## src/inc/cdsx_pkg.sv

```systemverilog
package cdsx_pkg;

    // ----------------------------------------
    // Instruction word layout
    // ----------------------------------------
    localparam int INSN_W = 12;
    localparam int DATA_W = 8;
    localparam int ADDR_W = 5;
    localparam int DEST_BIT = 5;
    localparam int ADDR_LSB = 0;
    localparam int OPC_LSB = 6;
    localparam int OPC_W = 6;

    // ----------------------------------------
    // Opcodes, bits 11:6 of the word
    // ----------------------------------------
    localparam logic [5:0] OPC_INVERT = 6'h09;
    localparam logic [5:0] OPC_DECR = 6'h03;
    localparam logic [5:0] OPC_DECR_SKIP = 6'h0B;

    // ----------------------------------------
    // Values after reset and cycle counts
    // ----------------------------------------
    localparam logic [7:0] ACC_RESET = 8'h00;
    localparam logic ZERO_RESET = 1'b0;
    localparam logic [7:0] RES_RESET = 8'h00;
    localparam logic [4:0] WBA_RESET = 5'h00;
    localparam logic [7:0] FILE_RESET = 8'h00;
    localparam int SKIP_CYCLES = 1;

    // Execute stage states
    typedef enum logic [1:0] {
        CDSX_RUN = 2'b01,
        CDSX_SKIP = 2'b10
    } cdsx_state_e;

endpackage

```

## src/inc/cdsx_rf_if.sv

```systemverilog
`timescale 1ns/1ns
// Register file port shared by the executer and the file
interface cdsx_rf_if;
    logic [4:0] addr;
    logic [7:0] rdata;
    logic [7:0] wdata;
    logic we;

    modport core (output addr, output wdata, output we, input rdata);
    modport file (input addr, input wdata, input we, output rdata);
endinterface

```

## src/logic/cdsx_regfile.sv

```systemverilog
`timescale 1ns/1ns
module cdsx_regfile #(
    parameter int DEPTH = 32
) (
    // Clock and reset
    input wire logic ref_clk,
    input wire logic rst,
    // Access port
    cdsx_rf_if.file rf
);

    // Address field is five bits, so the file must cover all 32 codes
    if (DEPTH != 32) begin : g_depth_bad
        $error("cdsx_regfile: DEPTH must be 32");
    end

    logic [7:0] mem_reg [DEPTH];
    logic [7:0] mem_next [DEPTH];

    // Combinational read; address field covers every location
    assign rf.rdata = mem_reg[rf.addr];

    // Next contents
    always_comb begin
        for (int i = 0; i < DEPTH; i++) begin
            mem_next[i] = mem_reg[i];
        end
        if (rf.we) begin
            mem_next[rf.addr] = rf.wdata;
        end
    end

    // Storage; cleared so contents are defined after reset
    always_ff @(posedge ref_clk or posedge rst) begin
        if (rst) begin
            for (int i = 0; i < DEPTH; i++) begin
                mem_reg[i] <= cdsx_pkg::FILE_RESET;
            end
        end else begin
            for (int i = 0; i < DEPTH; i++) begin
                mem_reg[i] <= mem_next[i];
            end
        end
    end
endmodule

```

## src/logic/cdsx_exec.sv

```systemverilog
`timescale 1ns/1ns
// Contract
// - Invert pattern writes complement of selected register, one cycle.
// - Destination bit 0 writes accumulator, bit 1 writes back to register.
// - Decrement pattern writes register minus one, one cycle.
// - Decrement-skip stores minus one, discards next word on zero, no flags.
// - Taken skip runs a no-operation on the next valid word instead; two cycles unless the fetch slot stalls.
module cdsx_exec (
    // Clock and reset
    input wire logic ref_clk,
    input wire logic rst,
    // Instruction stream
    input wire logic [11:0] insn,
    input wire logic insn_valid,
    // Observed core state
    output logic [7:0] acc,
    output logic zero_flag,
    output logic skip_taken,
    output logic executed,
    output logic [7:0] result,
    output logic [4:0] wb_addr,
    output logic wb_we
);

    // ----------------------------------------
    // Decode
    // ----------------------------------------
    cdsx_rf_if rf ();

    logic [5:0] opc;
    logic dest;
    logic is_inv;
    logic is_dec;
    logic is_dsz;
    logic [7:0] alu;

    assign opc = insn[cdsx_pkg::OPC_LSB +: cdsx_pkg::OPC_W];
    assign dest = insn[cdsx_pkg::DEST_BIT];
    assign rf.addr = insn[cdsx_pkg::ADDR_LSB +: cdsx_pkg::ADDR_W];
    assign is_inv = (opc == cdsx_pkg::OPC_INVERT);
    assign is_dec = (opc == cdsx_pkg::OPC_DECR);
    assign is_dsz = (opc == cdsx_pkg::OPC_DECR_SKIP);

    cdsx_regfile #(
        .DEPTH(32)
    ) u_file (
        .ref_clk(ref_clk),
        .rst(rst),
        .rf(rf)
    );

    // ----------------------------------------
    // Elaboration checks
    // ----------------------------------------
    // Ports and the file interface are sized for the fixed word layout;
    // a package edit that lets fields overlap is refused here instead
    // of quietly decoding the wrong bits
    localparam int OPC_TOP = cdsx_pkg::OPC_LSB + cdsx_pkg::OPC_W;
    localparam int ADDR_TOP = cdsx_pkg::ADDR_LSB + cdsx_pkg::ADDR_W;

    if (cdsx_pkg::INSN_W != 12) begin : g_word_bad
        $error("cdsx_exec: instruction word must be 12 bits");
    end
    if (cdsx_pkg::DATA_W != 8) begin : g_data_bad
        $error("cdsx_exec: data path must be 8 bits");
    end
    if (cdsx_pkg::ADDR_W != 5) begin : g_addr_bad
        $error("cdsx_exec: register address must be 5 bits");
    end
    if (OPC_TOP != cdsx_pkg::INSN_W) begin : g_opc_bad
        $error("cdsx_exec: opcode field must end at the word top");
    end
    if (ADDR_TOP > cdsx_pkg::DEST_BIT) begin : g_dest_bad
        $error("cdsx_exec: address field overlaps destination bit");
    end
    if (cdsx_pkg::DEST_BIT >= cdsx_pkg::OPC_LSB) begin : g_bit_bad
        $error("cdsx_exec: destination bit overlaps opcode field");
    end

    // ----------------------------------------
    // State
    // ----------------------------------------
    cdsx_pkg::cdsx_state_e state_reg, state_next;
    logic [7:0] acc_reg, acc_next;
    logic zero_reg, zero_next;
    logic skip_reg, skip_next;
    logic exec_reg, exec_next;
    logic [7:0] res_reg, res_next;
    logic [4:0] wba_reg, wba_next;
    logic wbwe_reg, wbwe_next;
    logic act;
    logic file_we;
    logic alu_zero;
    logic skip_due;

    // ----------------------------------------
    // Arithmetic
    // ----------------------------------------
    // One inverter and one subtractor serve all three operations; the
    // opcode only steers which of the two reaches the write port
    always_comb begin
        if (is_inv) begin
            alu = ~rf.rdata;
        end else begin
            alu = rf.rdata - 8'h01;
        end
    end

    // Zero test shared by the flag and the skip decision
    assign alu_zero = (alu == 8'h00);

    // ----------------------------------------
    // Write port
    // ----------------------------------------
    // Discarded word never reaches the file or the accumulator, so an
    // operation is only taken in the run state
    assign act = insn_valid && (state_reg == cdsx_pkg::CDSX_RUN) &&
                 (is_inv || is_dec || is_dsz);
    // The write lands on the taking edge; the read port is
    // combinational, so a back-to-back op on one address sees it
    assign file_we = act && dest;
    assign rf.we = file_we;
    assign rf.wdata = alu;
    // Only a decrement-skip with a zero result opens the skip slot
    assign skip_due = act && is_dsz && alu_zero;

    // ----------------------------------------
    // Sequencer
    // ----------------------------------------
    // Next state: one word per cycle, skip slot consumes one word.
    // Pulses default low so each one stands for a single cycle only
    always_comb begin
        state_next = state_reg;
        skip_next = 1'b0;
        exec_next = 1'b0;
        wbwe_next = 1'b0;
        unique case (state_reg)
            cdsx_pkg::CDSX_RUN: begin
                if (act) begin
                    exec_next = 1'b1;
                    wbwe_next = dest;
                end
                if (skip_due) begin
                    state_next = cdsx_pkg::CDSX_SKIP;
                end
            end
            cdsx_pkg::CDSX_SKIP: begin
                // Fetched word is dropped; a no-operation runs instead.
                // An empty fetch slot waits, so the skip always costs
                // a word and not merely a clock
                if (insn_valid) begin
                    skip_next = 1'b1;
                    state_next = cdsx_pkg::CDSX_RUN;
                end
            end
            default: begin
                // An upset code falls back to run rather than lock up
                state_next = cdsx_pkg::CDSX_RUN;
            end
        endcase
    end

    // Sequencer registers
    always_ff @(posedge ref_clk or posedge rst) begin
        if (rst) begin
            state_reg <= cdsx_pkg::CDSX_RUN;
            skip_reg <= 1'b0;
            exec_reg <= 1'b0;
            wbwe_reg <= 1'b0;
        end else begin
            state_reg <= state_next;
            skip_reg <= skip_next;
            exec_reg <= exec_next;
            wbwe_reg <= wbwe_next;
        end
    end

    // ----------------------------------------
    // Datapath
    // ----------------------------------------
    // Accumulator, flag and write-back trace; all hold between ops so
    // the outside can read the last result at leisure
    always_comb begin
        acc_next = acc_reg;
        zero_next = zero_reg;
        res_next = res_reg;
        wba_next = wba_reg;
        if (act) begin
            res_next = alu;
            wba_next = rf.addr;
            if (!dest) begin
                acc_next = alu;
            end
            // Skip opcode leaves status alone
            if (is_inv || is_dec) begin
                zero_next = alu_zero;
            end
        end
    end

    // Datapath registers
    always_ff @(posedge ref_clk or posedge rst) begin
        if (rst) begin
            acc_reg <= cdsx_pkg::ACC_RESET;
            zero_reg <= cdsx_pkg::ZERO_RESET;
            res_reg <= cdsx_pkg::RES_RESET;
            wba_reg <= cdsx_pkg::WBA_RESET;
        end else begin
            acc_reg <= acc_next;
            zero_reg <= zero_next;
            res_reg <= res_next;
            wba_reg <= wba_next;
        end
    end

    // ----------------------------------------
    // Outputs
    // ----------------------------------------
    // Outputs straight from flip-flops, so no decode glitch can reach
    // the pins of the block
    assign acc = acc_reg;
    assign zero_flag = zero_reg;
    assign skip_taken = skip_reg;
    assign executed = exec_reg;
    assign result = res_reg;
    assign wb_addr = wba_reg;
    assign wb_we = wbwe_reg;
endmodule

```

## config.mk

```make
export PLATFORM = sky130hd
export DESIGN_NAME = cdsx_exec
export DESIGN_NICKNAME = d
export VERILOG_FILES = /design/src/inc/cdsx_pkg.sv /design/src/inc/cdsx_rf_if.sv /design/src/logic/cdsx_regfile.sv /design/src/logic/cdsx_exec.sv
export SDC_FILE = /design/constraint.sdc
export NUM_CORES = 1
export LEC_CHECK = 0
export BUFFER_PORTS_ARGS = -buffer_cell sky130_fd_sc_hd__buf_2
export CORE_MARGIN = 1.5
export CORE_UTILIZATION = 40
export DETAILED_ROUTE_END_ITERATION = 10
export SETUP_SLACK_MARGIN = 0.2
export SKIP_CTS_REPAIR_TIMING = 1
export SYNTH_ARGS = -nofsm -noshare
export SYNTH_HDL_FRONTEND = slang
export SYNTH_HIERARCHICAL = 1
export SYNTH_SLANG_ARGS = --single-unit
```

## constraint.sdc

```tcl
create_clock -name ref_clk -period 17.7 [get_ports ref_clk]
set_input_delay 3.54 -clock ref_clk [delete_from_list [all_inputs] [get_ports ref_clk]]
set_output_delay 3.54 -clock ref_clk [all_outputs]
set_load 0.05 [all_outputs]
```

==> key figures <==
Outcome
  – Status: complete, no violations

Finish
  – Commonest non-fill, non-tap cells in the layout: 282 x dfrtp_1, 262 x mux2_2, 128 x mux2i_1
  – Register area: 0.00708 mm^2
  – Fillers: roughly 3000
  – Net count, final: just under 1000
  – Share of cells above drive strength 1: 0.394
  – Antenna fix cells: 0
  – Max reg flops: between 200 and 300
  – Post-Layout Cell Count: ~1400
  – Synth-to-layout area growth: 11.2%
  – Commonest non-fill, non-tap cell in the layout: dfrtp_1
  – Multi-input logic area: just under 0.006 mm^2

Routing
  – Routed wire length per instance: around 22 um
  – DRT Pass-1 Iters: 5
  – Wirelength, routed: 31300 um
  – Avg Vias per Cell: about 5.6
  – Antenna-violating nets left: 0
  – Via count: about 8000
  – DRT iter0 DRCs: between 500 and 600
  – DRC Markers: 0

Yosys
  – Post-synth ARST share: 1.00
  – Seq/Total Area, Yosys: 0.535
  – Mapped cell area: approximately 0.013 mm^2
  – Mapped Avg Cell Area: 13.7 um^2
  – #FFs+latches synth: roughly 280
  – Cell variety after synth: 59
  – Post-synth EDFFs: 0
  – Top_reg_cell synth: dfrtp_1
  – Mapped Nets: slightly below 1000
  – Yosys warns: 6
  – Synth Instances: around 960

CTS
  – H-tree depth: 1
  – CTS tree: yes
  – Clk Latency, worst-skew pair: 0.55 ns
  – CTS buffer count: 31
  – Clk root buf: clkbuf_16
  – CTS clock-pin slew for the worst setup and hold paths: roughly 0.060 ns
  – Clock sink count: between 200 and 300
  – Clk buf depth: 3

Die
  – Site Rows: 66
  – Core region area: between 0.03 and 0.04 mm^2
  – Die X: 185 um
  – I/O pin total: 40
  – Initial Util: 0.407
  – Total die area: ~0.034 mm^2
  – Die H: approximately 180 um

STA
  – Minimum clock period: 8.07 ns
  – Final-report hold violation count: 0
  – Tcrit/Tclk final: 0.456
  – Slew Viols, Final: 0
  – RSZ-0062 raised after global routing: no
  – Final setup viols: 0
  – Max-slew headroom at the worst pin: 0.253
  – Setup_tns: 0 ns
  – Layout Skew: 0.00702 ns
  – F_max: 124 MHz
  – Worst Tran Pin Value: 1.10 ns

Critical path
  – Critical path arrival: around 8.6 ns
  – Reg-to-Reg Start: u_file/mem_reg[48]
  – R2R Setup Slk: 13.48 ns
  – Setup crit start kind: input port
  – Crit-path leading delay family: buffers and inverters
  – Slowest stage delay, CP: 0.79 ns
  – Critical Path Stages: 13
  – Worst Path Buf+Inv: 4
  – Slowest-stage cell, CP: inv_1
  – CP most frequent cell: buf_4
  – Setup Crit Path Kind: input port to register
  – Worst-path fanout max: 45
  – Reg2Reg Depth: 11
  – Critical path, cell by cell: buf_6 > buf_4 > mux2i_1 > o22ai_1 > nor4_1 > nand2_1 > inv_1 > ha_1 > nor3b_1 > nor2_1 > xnor2_2 > buf_4 > mux2_2
  – CP endpoint kind: register
  – RR Endpoint: u_file/mem_reg[164]
  – CP required: about 18 ns

Place
  – Routability congestion estimate: between 0.8 and 0.9
  – PortBufs: 39
  – Placed Instances: 1387
  – HPWL Detailed: between 20000 and 25000 um

Min path
  – WHS Endpoint: u_file/mem_reg[169]
  – Min-Delay Path Depth: 1
  – Hold Crit Start: u_file/mem_reg[169]
  – Worst hold path class: register to register

Power and ir drop
  – LEAKAGE: just over 7 nW
  – Peak supply drop: approximately 0.000069 V
  – Power Density: about 98 mW/mm^2

Global routing
  – Initial antenna violation count: 0
  – Vias in the first global route: 7920
  – Largest net degree at the start of global routing: about 130
  – Global Route Usage Sum: 0.185
  – Total gr overflow: 0
  – First-pass GRT wire length: a little under 50000 um

Run
  – Max cap viols: 0
[routing by layer]
| layer | GRT usage | share of wire | vias up |
|---|---|---|---|
| met2 | 0.282 | 0.44 | 157 |
| met4 | 0.0530 | 0.025 | 0 |
| met5 | 0 | 0 | - |
| met1 | 0.276 | 0.49 | 4255 |
| met3 | 0.0234 | 0.036 | 48 |
| li1 | - | - | 3588 |
[final cells by class]
type,count,share of cell area
Tap cell,442,0.0376
Timing Repair Buffer,49,0.0188
Clock buffer,48,0.0625
Multi-Input combinational cell,608,0.398
Sequential cell,283,0.482
Inverter,5,0.00179
[how the worst max path moves through the flow]
stage,to,slack [ns],startpoint
finish,u_file/mem_reg[164],9.63,insn[0]
CTS,u_file/mem_reg[172],9.62,insn[0]
detailed placement,u_file/mem_reg[20],9.06,insn[0]
floorplan,u_file/mem_reg[0],7.12,rst
global placement,u_file/mem_reg[20],9.19,insn[0]
global route,u_file/mem_reg[172],9.17,insn[0]
[worst reg2reg max path, cell delays in order (launching register included)]
cell and delay, ns:
dfrtp_1 0.38, mux2i_1 0.15, o22ai_1 0.13, nor4_1 0.42
nand2_1 0.19, inv_1 0.79, ha_1 0.36, nor3b_1 0.36
nor2_1 0.12, xnor2_2 0.73, buf_4 0.36, mux2_2 0.18
[through the flow]
step | setup WS, ns | instance area, um^2 | hold slack (ns) | power (mW) | util
floorplan | 7.12 | 13200 | 0.464 | 0.819 | -
global placement | 9.19 | 13800 | 0.472 | 0.867 | 0.424
detailed placement | 9.06 | 13800 | 0.481 | 0.869 | 0.424
CTS | 9.62 | 14700 | 0.494 | 1.47 | 0.452
global route | 9.17 | 14700 | 0.510 | 1.50 | 0.452
finish | 9.63 | 14700 | 0.488 | 1.45 | 0.452
[power by group]
part           leakage (nW)  switching (mW)  total, mW  internal [mW]
logic                  2.79           0.121      0.171         0.0494
registers              3.89          0.0125      0.685          0.672
clock network         0.450           0.242      0.591          0.349
total                  7.13           0.375       1.45           1.07
[cell families (layout without fill, tap and decap cells)]
kind of cell    count (synthesis)  in the layout  share of synthesized area
mux                           405            405                      0.335
fa+ha+maj                       1              1                   0.000946
xor+xnor                        7              7                    0.00463
simple gates                  117            117                     0.0601
buf+inv                        72            102                     0.0266
flops                         283            283                      0.535
compound gates                 78             78                     0.0375
[synth_stat cells (6+ instances only)]
cell	count	area, um^2
buf_2	18	90.1
buf_4	7	52.6
clkbuf_1	33	124
dfrtp_1	282	7060
mux2_1	6	67.6
mux2_2	262	2950
mux2_4	8	120
mux2i_1	129	1290
nand2_1	22	82.6
nand3_1	9	45.0
nor2_1	7	26.3
nor2_2	12	75.1
nor4_1	16	100
o22ai_1	64	400
No activity file was read; power rests on OpenSTA's default activity.
